--- config.mk ---
export PLATFORM = sky130hd
export DESIGN_NAME = sadc_serial_port
export DESIGN_NICKNAME = d
export VERILOG_FILES = /design/src/common/sadc_pkg.sv /design/src/core/sadc_delay.sv /design/src/core/sadc_fifo.sv /design/src/core/sadc_serial_port.sv
export VERILOG_INCLUDE_DIRS = /design/src /design/src/common
export SDC_FILE = /design/constraint.sdc
export NUM_CORES = 2
export LEC_CHECK = 0
export BUFFER_PORTS_ARGS = -buffer_cell sky130_fd_sc_hd__buf_2
export CORE_MARGIN = 4
export CORE_UTILIZATION = 68
export DETAILED_ROUTE_END_ITERATION = 8
export MAX_ROUTING_LAYER = met4
export PLACE_DENSITY_LB_ADDON = 0.05
export SYNTH_ARGS = -nofsm -noshare
export SYNTH_HDL_FRONTEND = slang
export SYNTH_SLANG_ARGS = --single-unit
--- constraint.sdc ---
create_clock -name ref_clk_in -period 8.6 [get_ports ref_clk_in]
set_input_delay 0.86 -clock ref_clk_in [delete_from_list [all_inputs] [get_ports ref_clk_in]]
set_output_delay 0.86 -clock ref_clk_in [all_outputs]
set_load 0.02 [all_outputs]
--- src/common/sadc_map.svh ---
/*
 * Constants of the stereo converter serial output port: word sizes, counts and delays.
 * Assumes inclusion by bare name from the package and the design modules.
 */
`ifndef SADC_MAP_SVH
`define SADC_MAP_SVH

`define SADC_SAMPLE_W 24
`define SADC_SHORT_W 16
`define SADC_INIT_FRAMES 4129
`define SADC_INIT_CNT_W 13
`define SADC_FIFO_DEPTH 32
`define SADC_GD_TENTHS 276
`define SADC_GD_FRAMES ((`SADC_GD_TENTHS + 5) / 10)
`define SADC_BITCNT_W 8
`define SADC_FRAMING_LJ 1'b0
`define SADC_FRAMING_I2S 1'b1

`endif

--- src/common/sadc_pkg.sv ---
/*
 * Types of the stereo converter serial output port.
 * Assumes the constant header sadc_map.svh is on the include path.
 */
`include "sadc_map.svh"

package sadc_pkg;

	typedef logic [`SADC_SAMPLE_W-1:0] sadc_sample_t;

	typedef enum logic [1:0] {
		SADC_PWRDN = 2'b00,
		SADC_WAIT_EDGE = 2'b01,
		SADC_INIT = 2'b11,
		SADC_RUN = 2'b10
	} sadc_state_t;

endpackage

--- src/core/sadc_delay.sv ---
/*
 * Group-delay line: holds stereo sample pairs for a fixed number of frames.
 * Assumes one advance pulse per frame and that flush empties the line to zero.
 */
`include "sadc_map.svh"

module sadc_delay
	import sadc_pkg::*;
#(
	parameter int STAGES = 28
) (
	input wire logic ref_clk_in,
	input wire logic rst_n_in,
	input wire logic flush_in,
	input wire logic advance_in,
	input wire logic [`SADC_SAMPLE_W-1:0] left_in,
	input wire logic [`SADC_SAMPLE_W-1:0] right_in,
	output logic [`SADC_SAMPLE_W-1:0] left_out,
	output logic [`SADC_SAMPLE_W-1:0] right_out
);

	sadc_sample_t left_r [STAGES];
	sadc_sample_t right_r [STAGES];

	always_ff @(posedge ref_clk_in or negedge rst_n_in) begin
		if (!rst_n_in) begin
			for (int i = 0; i < STAGES; i++) begin
				left_r[i] <= '0;
				right_r[i] <= '0;
			end
		end else if (flush_in) begin
			for (int i = 0; i < STAGES; i++) begin
				left_r[i] <= '0;
				right_r[i] <= '0;
			end
		end else if (advance_in) begin
			left_r[0] <= left_in;
			right_r[0] <= right_in;
			for (int i = 1; i < STAGES; i++) begin
				left_r[i] <= left_r[i-1];
				right_r[i] <= right_r[i-1];
			end
		end
	end

	assign left_out = left_r[STAGES-1];
	assign right_out = right_r[STAGES-1];

endmodule

--- src/core/sadc_fifo.sv ---
/*
 * Synchronous FIFO with valid and ready on both sides.
 * Assumes one clock and an asynchronous active-low reset.
 */
module sadc_fifo #(
	parameter int WIDTH = 48,
	parameter int DEPTH = 32
) (
	input wire logic ref_clk_in,
	input wire logic rst_n_in,
	input wire logic flush_in,
	input wire logic wr_valid_in,
	output logic wr_ready_out,
	input wire logic [WIDTH-1:0] wr_data_in,
	output logic rd_valid_out,
	input wire logic rd_ready_in,
	output logic [WIDTH-1:0] rd_data_out
);

	localparam int AW = $clog2(DEPTH);

	logic [WIDTH-1:0] mem [DEPTH];
	logic [AW-1:0] wr_ptr_r;
	logic [AW-1:0] rd_ptr_r;
	logic [AW:0] count_r;
	logic push;
	logic pop;

	assign wr_ready_out = (count_r != (AW+1)'(DEPTH));
	assign rd_valid_out = (count_r != '0);
	assign push = wr_valid_in && wr_ready_out;
	assign pop = rd_valid_out && rd_ready_in;
	assign rd_data_out = mem[rd_ptr_r];

	always_ff @(posedge ref_clk_in) begin
		if (push) begin
			mem[wr_ptr_r] <= wr_data_in;
		end
	end

	always_ff @(posedge ref_clk_in or negedge rst_n_in) begin
		if (!rst_n_in) begin
			wr_ptr_r <= '0;
			rd_ptr_r <= '0;
			count_r <= '0;
		end else if (flush_in) begin
			wr_ptr_r <= '0;
			rd_ptr_r <= '0;
			count_r <= '0;
		end else begin
			if (push) begin
				wr_ptr_r <= (wr_ptr_r == AW'(DEPTH-1)) ? '0 : wr_ptr_r + 1'b1;
			end
			if (pop) begin
				rd_ptr_r <= (rd_ptr_r == AW'(DEPTH-1)) ? '0 : rd_ptr_r + 1'b1;
			end
			count_r <= count_r + (AW+1)'(push) - (AW+1)'(pop);
		end
	end

endmodule

--- src/core/sadc_serial_port.sv ---
/*
 * Serial output port of a stereo 24-bit converter: takes sample pairs from the
 * conversion core, delays them, and shifts them out on the host's bit and frame clocks.
 * Assumes bit clock, frame clock and all controls are synchronous to ref_clk_in,
 * which runs much faster than the bit clock, and the sample source runs at the frame rate.
 */
`include "sadc_map.svh"

module sadc_serial_port
	import sadc_pkg::*;
(
	input wire logic ref_clk_in,
	input wire logic rst_n_in,
	input wire logic power_down_n_in,
	input wire logic framing_select_in,
	input wire logic bit_clock_in,
	input wire logic channel_frame_clock_in,
	input wire logic sample_valid_in,
	output logic sample_ready_out,
	input wire logic [`SADC_SAMPLE_W-1:0] sample_left_in,
	input wire logic [`SADC_SAMPLE_W-1:0] sample_right_in,
	output logic serial_sample_out,
	output logic data_valid_out
);

	localparam int GD = `SADC_GD_FRAMES;

	sadc_state_t state_r;
	logic bclk_d_r;
	logic fclk_d_r;
	logic [`SADC_INIT_CNT_W-1:0] init_cnt_r;
	logic [`SADC_BITCNT_W-1:0] bit_idx_r;
	logic [`SADC_SAMPLE_W-1:0] shift_r;
	logic i2s_pend_r;
	logic serial_r;
	logic [`SADC_SAMPLE_W-1:0] out_left_r;
	logic [`SADC_SAMPLE_W-1:0] out_right_r;
	logic [`SADC_SAMPLE_W-1:0] dly_left;
	logic [`SADC_SAMPLE_W-1:0] dly_right;
	logic [2*`SADC_SAMPLE_W-1:0] fifo_data;
	logic fifo_valid;
	logic fifo_pop;
	logic bclk_fall;
	logic bclk_rise;
	logic fclk_rise;
	logic fclk_fall;
	logic fclk_edge;
	logic start_edge;
	logic frame_tick;
	logic running;
	logic powered;
	logic [`SADC_SAMPLE_W-1:0] slot_word;

	function automatic logic [`SADC_SAMPLE_W-1:0] sadc_slot(input logic right_sel,
		input logic [`SADC_SAMPLE_W-1:0] l, input logic [`SADC_SAMPLE_W-1:0] r);
		sadc_slot = right_sel ? r : l;
	endfunction

	assign powered = power_down_n_in;
	assign bclk_fall = bclk_d_r && !bit_clock_in;
	assign bclk_rise = !bclk_d_r && bit_clock_in;
	assign fclk_rise = !fclk_d_r && channel_frame_clock_in;
	assign fclk_fall = fclk_d_r && !channel_frame_clock_in;
	assign fclk_edge = fclk_rise || fclk_fall;
	// The frame starts where the left slot starts: frame high in LJ, low in I2S.
	assign start_edge = (framing_select_in == `SADC_FRAMING_I2S) ? fclk_fall : fclk_rise;
	assign frame_tick = (state_r == SADC_INIT || state_r == SADC_RUN) && start_edge;
	assign running = (state_r == SADC_RUN);

	// The left channel is the frame-high half in LJ and the frame-low half in I2S.
	// At a frame start the output register loads in the same cycle, so the left slot
	// takes the word being loaded; otherwise both channels would be a frame apart.
	assign slot_word = sadc_slot((framing_select_in == `SADC_FRAMING_I2S) ?
		channel_frame_clock_in : !channel_frame_clock_in,
		frame_tick ? (running ? dly_left : '0) : out_left_r, out_right_r);

	always_ff @(posedge ref_clk_in or negedge rst_n_in) begin
		if (!rst_n_in) begin
			bclk_d_r <= 1'b0;
			fclk_d_r <= 1'b0;
		end else begin
			bclk_d_r <= bit_clock_in;
			fclk_d_r <= channel_frame_clock_in;
		end
	end

	// Power-down sequencing and the initialization count of frame rising edges.
	always_ff @(posedge ref_clk_in or negedge rst_n_in) begin
		if (!rst_n_in) begin
			state_r <= SADC_PWRDN;
			init_cnt_r <= '0;
		end else if (!powered) begin
			state_r <= SADC_PWRDN;
			init_cnt_r <= '0;
		end else begin
			if (fclk_rise && state_r != SADC_PWRDN && init_cnt_r != `SADC_INIT_CNT_W'(`SADC_INIT_FRAMES)) begin
				init_cnt_r <= init_cnt_r + 1'b1;
			end
			case (state_r)
				SADC_PWRDN: begin
					state_r <= SADC_WAIT_EDGE;
				end
				SADC_WAIT_EDGE: begin
					if (start_edge) begin
						state_r <= SADC_INIT;
					end
				end
				SADC_INIT: begin
					if (init_cnt_r == `SADC_INIT_CNT_W'(`SADC_INIT_FRAMES)) begin
						state_r <= SADC_RUN;
					end
				end
				SADC_RUN: begin
					state_r <= SADC_RUN;
				end
				default: begin
					state_r <= SADC_PWRDN;
				end
			endcase
		end
	end

	// Edges in the wait state are counted too, so the count starts at the very first rise.
	// The core's samples enter a FIFO, one pair drained per frame into the delay line.
	sadc_fifo #(
		.WIDTH(2*`SADC_SAMPLE_W),
		.DEPTH(`SADC_FIFO_DEPTH)
	) u_fifo (
		.ref_clk_in(ref_clk_in),
		.rst_n_in(rst_n_in),
		.flush_in(!powered),
		.wr_valid_in(sample_valid_in && powered),
		.wr_ready_out(sample_ready_out),
		.wr_data_in({sample_left_in, sample_right_in}),
		.rd_valid_out(fifo_valid),
		.rd_ready_in(fifo_pop),
		.rd_data_out(fifo_data)
	);

	assign fifo_pop = frame_tick;

	sadc_delay #(
		.STAGES(GD)
	) u_delay (
		.ref_clk_in(ref_clk_in),
		.rst_n_in(rst_n_in),
		.flush_in(!powered),
		.advance_in(frame_tick),
		.left_in(fifo_valid ? fifo_data[2*`SADC_SAMPLE_W-1:`SADC_SAMPLE_W] : '0),
		.right_in(fifo_valid ? fifo_data[`SADC_SAMPLE_W-1:0] : '0),
		.left_out(dly_left),
		.right_out(dly_right)
	);

	// Output register: both channel words loaded at each frame start, zero until running.
	always_ff @(posedge ref_clk_in or negedge rst_n_in) begin
		if (!rst_n_in) begin
			out_left_r <= '0;
			out_right_r <= '0;
		end else if (!powered) begin
			out_left_r <= '0;
			out_right_r <= '0;
		end else if (frame_tick) begin
			out_left_r <= running ? dly_left : '0;
			out_right_r <= running ? dly_right : '0;
		end
	end

	// Shifter: a frame edge reloads the slot; bit clock falls advance it.
	always_ff @(posedge ref_clk_in or negedge rst_n_in) begin
		if (!rst_n_in) begin
			shift_r <= '0;
			bit_idx_r <= '0;
			i2s_pend_r <= 1'b0;
			serial_r <= 1'b0;
		end else if (!powered || state_r == SADC_PWRDN || state_r == SADC_WAIT_EDGE) begin
			shift_r <= '0;
			bit_idx_r <= '0;
			i2s_pend_r <= 1'b0;
			serial_r <= 1'b0;
		end else if (fclk_edge) begin
			if (framing_select_in == `SADC_FRAMING_LJ) begin
				serial_r <= slot_word[`SADC_SAMPLE_W-1];
				shift_r <= {slot_word[`SADC_SAMPLE_W-2:0], 1'b0};
				bit_idx_r <= `SADC_BITCNT_W'(1);
				i2s_pend_r <= 1'b0;
			end else begin
				// A bit clock fall that coincides with the frame edge is the skipped clock.
				shift_r <= slot_word;
				bit_idx_r <= '0;
				i2s_pend_r <= !bclk_fall;
			end
		end else if (bclk_fall) begin
			if (i2s_pend_r) begin
				// I2S keeps one bit clock of the old slot before the first bit.
				i2s_pend_r <= 1'b0;
			end else if (bit_idx_r < `SADC_BITCNT_W'(`SADC_SAMPLE_W)) begin
				serial_r <= shift_r[`SADC_SAMPLE_W-1];
				shift_r <= {shift_r[`SADC_SAMPLE_W-2:0], 1'b0};
				bit_idx_r <= bit_idx_r + 1'b1;
			end else begin
				serial_r <= 1'b0;
			end
		end
	end

	assign serial_sample_out = powered ? serial_r : 1'b0;
	assign data_valid_out = running && powered;

	a_pd_low: assert property (@(posedge ref_clk_in) disable iff (!rst_n_in)
		!power_down_n_in |-> !serial_sample_out) else $error("Output not low in power-down");

	a_shift_on_fall: assert property (@(posedge ref_clk_in) disable iff (!rst_n_in)
		(serial_r != $past(serial_r)) && powered && $past(powered)
		|-> $past(bclk_fall) || $past(fclk_edge)) else $error("Output moved off a falling edge");

	a_pd_enters: assert property (@(posedge ref_clk_in) disable iff (!rst_n_in)
		!power_down_n_in |=> state_r == SADC_PWRDN && !data_valid_out) else $error("No power-down");

	a_init_count: assert property (@(posedge ref_clk_in) disable iff (!rst_n_in)
		data_valid_out |-> init_cnt_r == `SADC_INIT_CNT_W'(`SADC_INIT_FRAMES)) else $error("Valid too early");

	a_init_zero: assert property (@(posedge ref_clk_in) disable iff (!rst_n_in)
		state_r == SADC_INIT |-> out_left_r == '0 && out_right_r == '0) else $error("Nonzero init data");

	a_lj_first_bit: assert property (@(posedge ref_clk_in) disable iff (!rst_n_in)
		fclk_edge && powered && framing_select_in == `SADC_FRAMING_LJ && state_r inside {SADC_INIT, SADC_RUN}
		|=> serial_sample_out == $past(slot_word[`SADC_SAMPLE_W-1])) else $error("LJ MSB late");

	a_tail_zero: assert property (@(posedge ref_clk_in) disable iff (!rst_n_in)
		bclk_fall && !fclk_edge && !i2s_pend_r && powered && bit_idx_r == `SADC_BITCNT_W'(`SADC_SAMPLE_W)
		&& state_r inside {SADC_INIT, SADC_RUN} |=> !serial_sample_out) else $error("Tail bit not zero");

	a_start_edge: assert property (@(posedge ref_clk_in) disable iff (!rst_n_in)
		state_r == SADC_WAIT_EDGE && powered ##1 state_r == SADC_INIT |-> $past(start_edge)) else $error("Bad start edge");

	a_frame_load: assert property (@(posedge ref_clk_in) disable iff (!rst_n_in)
		frame_tick && running && powered |=> out_left_r == $past(dly_left) && out_right_r == $past(dly_right))
		else $error("Output register not loaded");

endmodule

Word level (Yosys, flattened, before mapping)
Memories as Yosys holds them, arrays and structs flattened.
Index checks and enable logic that the tools add are counted.
{"block": "word_totals", "memories": 1, "reg_bits": 1459, "input_bits": 55, "output_inout_bits": 3, "ramBits": 1536, "wordCells": 173}
{"name": "u_fifo.mem", "depth": 32, "width": 48, "read_ports": 1, "rd_ports_with_merged_regs": 0, "write_ports": 1, "line_no": "sadc_fifo.sv:22", "rtl": "logic [WIDTH-1:0] mem [DEPTH];"}
{"block": "op_classes", "reduce_logical": 27, "muxes": 53, "order_cmp": 1, "n_addsub": 6, "n_eq_ne": 16}
{"cell": "two-way mux 672 bit", "n": 4}
{"cell": "two-way mux 24 bit", "n": 15}
{"cell": "two-way mux 8 bit", "n": 5}
{"cell": "two-way mux 5 bit", "n": 6}
{"cell": "two-way mux 13 bit", "n": 2}
{"cell": "two-way mux 1 bit", "n": 16}
{"cell": "adder 13 x 1 -> 13 bit (second input constant)", "n": 1}
{"cell": "== test 13 bit (second input constant)", "n": 1}
{"cell": "!= test 13 bit (second input constant)", "n": 1}
{"cell": "adder 5 x 1 -> 5 bit (second input constant)", "n": 2}
{"cell": "== test 5 bit (second input constant)", "n": 2}
{"cell": "logical AND 1 bit", "n": 10}
{"cell": "adder 8 x 1 -> 8 bit (second input constant)", "n": 1}
{"cell": "< comparator 8 x 5 -> 1 bit (second input constant)", "n": 1}
{"cell": "!= test 2 x 1 -> 1 bit (second input constant)", "n": 4}
{"cell": "one-hot mux 2 bit (4 select lines)", "n": 1}
{"cell": "adder 6 x 1 -> 6 bit", "n": 1}
{"cell": "two-way mux 2 bit", "n": 3}
{"cell": "two-way mux 6 bit", "n": 1}
{"cell": "!= test 3 x 2 -> 1 bit (second input constant)", "n": 2}
{"cell": "!= test 6 bit (second input constant)", "n": 1}
{"cell": "AND reduction 3 bit", "n": 2}
{"cell": "nonzero test 3 bit", "n": 2}
{"cell": "nonzero test 6 bit", "n": 1}
{"cell": "other kinds (10)", "n": 18}

Longest topological paths before layout
{"block": "logic_depth", "word_depth": 9, "depth_mapped": 15, "ltp_nobuf": 13}

Hierarchy
Synthesis repeated with hierarchy kept, for this count alone.
{"block": "hier_totals", "hier_cells": 8010, "hier_area_um2": 121466.5}
{"module": "sadc_fifo", "instances": 1, "seq_area_each_um2": 46524.6, "cells_each": 2980, "area_per_inst_um2": 59843.6}
{"module": "sadc_delay", "instances": 1, "seq_area_each_um2": 33632.3, "cells_each": 4379, "area_per_inst_um2": 55718.4}
{"module": "sadc_serial_port", "instances": 1, "seq_area_each_um2": 2477.4, "cells_each": 651, "area_per_inst_um2": 5904.4}

Worst setup path before layout
No wires, ideal clock.
{"block": "synth_path", "path_kind": "in2reg", "from": "input port power_down_n_in", "to": "memory u_fifo.mem[28][0] (enable)", "t_required_ps": 8146, "arrival_time_ps": 3651, "stages": 5, "slack_ps": 4495, "path_cell_list": "clkbuf_1 nand3_1 clkinv_1 nand2_1 nor2_1"}
{"block": "synth_between", "elab_chain_cells": 4}
{"element": "start, declared", "line_no": "sadc_serial_port.sv:14", "rtl": "input wire logic power_down_n_in,"}
{"element": "logical AND 1 bit", "line_no": "sadc_serial_port.sv:132", "rtl": ".wr_valid_in(sample_valid_in && powered),"}
{"element": "logical AND 1 bit", "line_no": "sadc_fifo.sv:31", "rtl": "assign push = wr_valid_in && wr_ready_out;"}
{"element": "two-way mux 1 bit", "line_no": "sadc_fifo.sv:36", "rtl": "if (push) begin"}
{"element": "two-way mux 1 bit (not written as such)", "line_no": "sadc_fifo.sv:37", "rtl": "mem[wr_ptr_r] <= wr_data_in;"}
{"element": "end, declared", "line_no": "sadc_fifo.sv:22"}
Every way passes these cells.

Final worst setup path
{"block": "layout_path", "from": "register u_fifo.count_r[2]", "to": "memory u_fifo.mem[30][16] (enable)"}
{"block": "layout_between", "elab_chain_cells": 4}
{"element": "start, declared", "line_no": "sadc_fifo.sv:25", "rtl": "logic [AW:0] count_r;"}
{"element": "start signal, assigned", "line_no": "sadc_fifo.sv:57", "rtl": "count_r <= count_r + (AW+1)'(push) - (AW+1)'(pop);"}
{"element": "!= test 6 bit", "line_no": "sadc_fifo.sv:29", "rtl": "assign wr_ready_out = (count_r != (AW+1)'(DEPTH));"}
{"element": "logical AND 1 bit", "line_no": "sadc_fifo.sv:31"}
{"element": "two-way mux 1 bit", "line_no": "sadc_fifo.sv:36"}
{"element": "two-way mux 1 bit (not written as such)", "line_no": "sadc_fifo.sv:37"}
Every way passes these cells.

==> results.yml <==
placed_design:
  io_buffers: 57
  gp_congestion: 0.791
  hpwl_um: 123000
  dpl.cell_count: 10500
  place_ws_ns: 3.92
  dpl_cell_area_mm2: 0.118
clock_tree:
  cts_buffers: 306
  cts_resized: 0
  path_clk_slew_ns: 0.06
  clkSinkCount: 2995
  tritoncts: "built"
  post_cts_buffers: 0
  clk_latency_ns: 0.92
  htree_num_levels: 5
  cts_root_buf: "clkbuf_16"
  clock_path_buffers: 4
cells_and_area:
  drive_gt1_frac: 0.132
  fin_nets: 8623
  stdcell_area_mm2: 0.128
  layoutNonFillerInstCount: 11000
  final_cell_mix: "nand2_1 (2617), edfxtp_1 (1536), dfrtp_1 (1455)"
  area_growth_pct: 10.0
  final_common_cell: "nand2_1"
  fillerInstances: 10500
  fin_util: 0.753
worst_setup_path:
  cp.arrival_ns: 4.56
  cp_max_fo: 26
  crit_path_end_kind: "flip-flop"
  startpoint_type: "flip-flop"
  worst_ep_required_time_ns: 9.14
  critPathKind: "reg -> reg"
yosys:
  syn-num-nets: 8766
  async_flop_share: 0.487
  synth_seq_cells: 2995
  yosysUniqueCellTypes: 66
  synth_flop_cell: "edfxtp_1"
  syn_inst: 8689
  synthesis.area_mm2: 0.116
  syn_avg_cell_area_um2: 13.4
  seq_area_frac_synth: 0.711
  yosys_warnings: 0
  synth_edf_count: 1536
sta:
  finalSetupTns_ns: 0
  rsz0062_at_grt: "no"
  final.setup.worst_slack_ns: 4.58
  hold-worst-slack_ns: 0.113
  final.setup_skew_ns: 0.0467
  final_hold_viol_count: 0
  worstMarginPinSlew_ns: 1.29
  setup_violations: 0
  drv_slew: 0
  fin_crit_ns: 4.02
  slew_headroom: 0.142
  post-route-period-util: 0.467
  max_clock_freq_mhz: 249
floorplan:
  initial_core_util: 0.685
  design.portCount: 58
  die_y_um: 421
  core_mm2: 0.170
  dieArea_mm2: 0.178
  die_w_um: 421
  row_count: 151
routing:
  drt_iter0_markers: 9032
  wl_per_cell_um: 23.4
  vias_per_cell: 6.33
  routed_wl_um: 258000
  drt_pre_antenna_iters: 6
  postRouteAntennaNets: 0
  vias: 69600
  drc: 0
status:
  status: "finished, final reports clean"
global_routing:
  grt_pass1_vias: 68200
  grt_start_max_net_pins: 254
  grt_pass1_wl_um: 402000
  grt_overflow: 0
  antenna_found_initial: 13
  grt_use_total: 0.302
pwr:
  power.density_mw_per_mm2: 226
  irDropWorstVdd_uv: 360
  total_power_mw: 28.9
  p_leak_nw: 45.9
flow_run:
  maxCapViolCount: 0
hold_path:
  hold_path_class: "in -> reg"
-- power by group --
part / internal [mW] / switching [mW] / leakage, nW
Clock: 7.47 / 5.27 / 4.75
Combinational: 0.221 / 0.690 / 6.96
Sequential: 15.2 / 0.0326 / 34.2
-- cell families after synthesis --
kind of cell,after synthesis,synth area share
AOI/OAI and AO/OA,1696,0.0819
xor gates and xnor gates,10,0.000754
adders and majority gates,22,0.00243
buffers and inverters,644,0.0230
DFF,2995,0.711
muxes,504,0.0858
and+or+nand+nor,2818,0.0948
-- layer usage --
| metal | track usage | vias to the layer above | routed length, um |
|---|---|---|---|
| li1 | - | 30800 | - |
| met2 | 0.461 | 2886 | 125000 |
| met5 | - | - | 0 |
| met3 | 0.0633 | 596 | 23100 |
| met1 | 0.418 | 35400 | 100000 |
| met4 | 0.0981 | 0 | 8610 |
-- sequential cells by signal, summed over array words and instances (netlist names) --
signal,count
out_left_r,24
out_right_r,24
init_cnt_r,13
u_fifo.count_r,6
u_delay.left_out,24
state_r,2
u_fifo.wr_ptr_r,5
bit_idx_r,8
u_delay.right_out,24
shift_r,24
i2s_pend_r,1
u_fifo.rd_ptr_r,5
bclk_d_r,1
u_delay.right_r,648
serial_r,1
u_delay.left_r,648
fclk_d_r,1
u_fifo.mem,1536
-- worst max-delay path, stage by stage, from the launching register on --
cell	delay (ns)
dfrtp_1	0.35
inv_1	0.06
ha_1	0.20
nor4bb_1	0.19
inv_1	0.09
nand3_1	0.13
clkinv_1	0.24
nand2_1	0.49
nor2_4	1.12
buf_4	0.73
-- layout make-up --
cell class | count | area, um2 | area share
antenna | 12 | 30.0 | 0.000235
inverter | 26 | 105 | 0.000822
clock inverter | 105 | 827 | 0.00647
timing repair buffer | 167 | 1420 | 0.0111
clock buffer | 426 | 8790 | 0.0688
sequential | 2995 | 82600 | 0.647
multi-input combinational | 5050 | 31200 | 0.244
tap | 2218 | 2780 | 0.0217
-- cells in the mapped netlist, types with 24 or more instances --
library cell / n / area, um2
a21oi_1: 1322 / 6620
a222oi_1: 48 / 480
a22o_1: 26 / 228
buf_1: 58 / 218
buf_2: 142 / 711
clkbuf_1: 401 / 1510
dfrtp_1: 1459 / 36500
edfxtp_1: 1536 / 46100
inv_1: 24 / 90.1
mux2_2: 98 / 1100
mux4_2: 384 / 8650
nand2_1: 2619 / 9830
nand2b_1: 27 / 169
nor2_1: 56 / 210
o22ai_1: 96 / 601
o311ai_0: 33 / 289
o31ai_1: 56 / 420
-- path summary, 6_finish.rpt --
| path | cells past startpoint | from | slack, ns | endpoint |
|---|---|---|---|---|
| worst max-delay path | 9 | u_fifo.count_r[2]$_DFF_PN0_ | 4.58 | u_fifo.mem[30][16]$_DFFE_PP_ |
| worst min-delay path | 1 | bit_clock_in | 0.11 | bclk_d_r$_DFF_PN0_ |
| worst max register to register | 9 | u_fifo.count_r[2]$_DFF_PN0_ | 4.58 | u_fifo.mem[30][16]$_DFFE_PP_ |
| worst min register to register | 1 | bclk_d_r$_DFF_PN0_ | 0.47 | i2s_pend_r$_DFFE_PN0P_ |
| max in group asynchronous | 4 | rst_n_in | 5.86 | u_delay.left_r[448]$_DFFE_PN0P_ |
| min in group asynchronous | 2 | rst_n_in | 0.58 | u_delay.right_r[343]$_DFFE_PN0P_ |
-- repair_timing --
action	in CTS	in global routing
endpoints found under the hold margin	25	0
hold buffers	1	0
setup endpoints to repair	0	0
No activity file was read; power rests on OpenSTA's default activity.
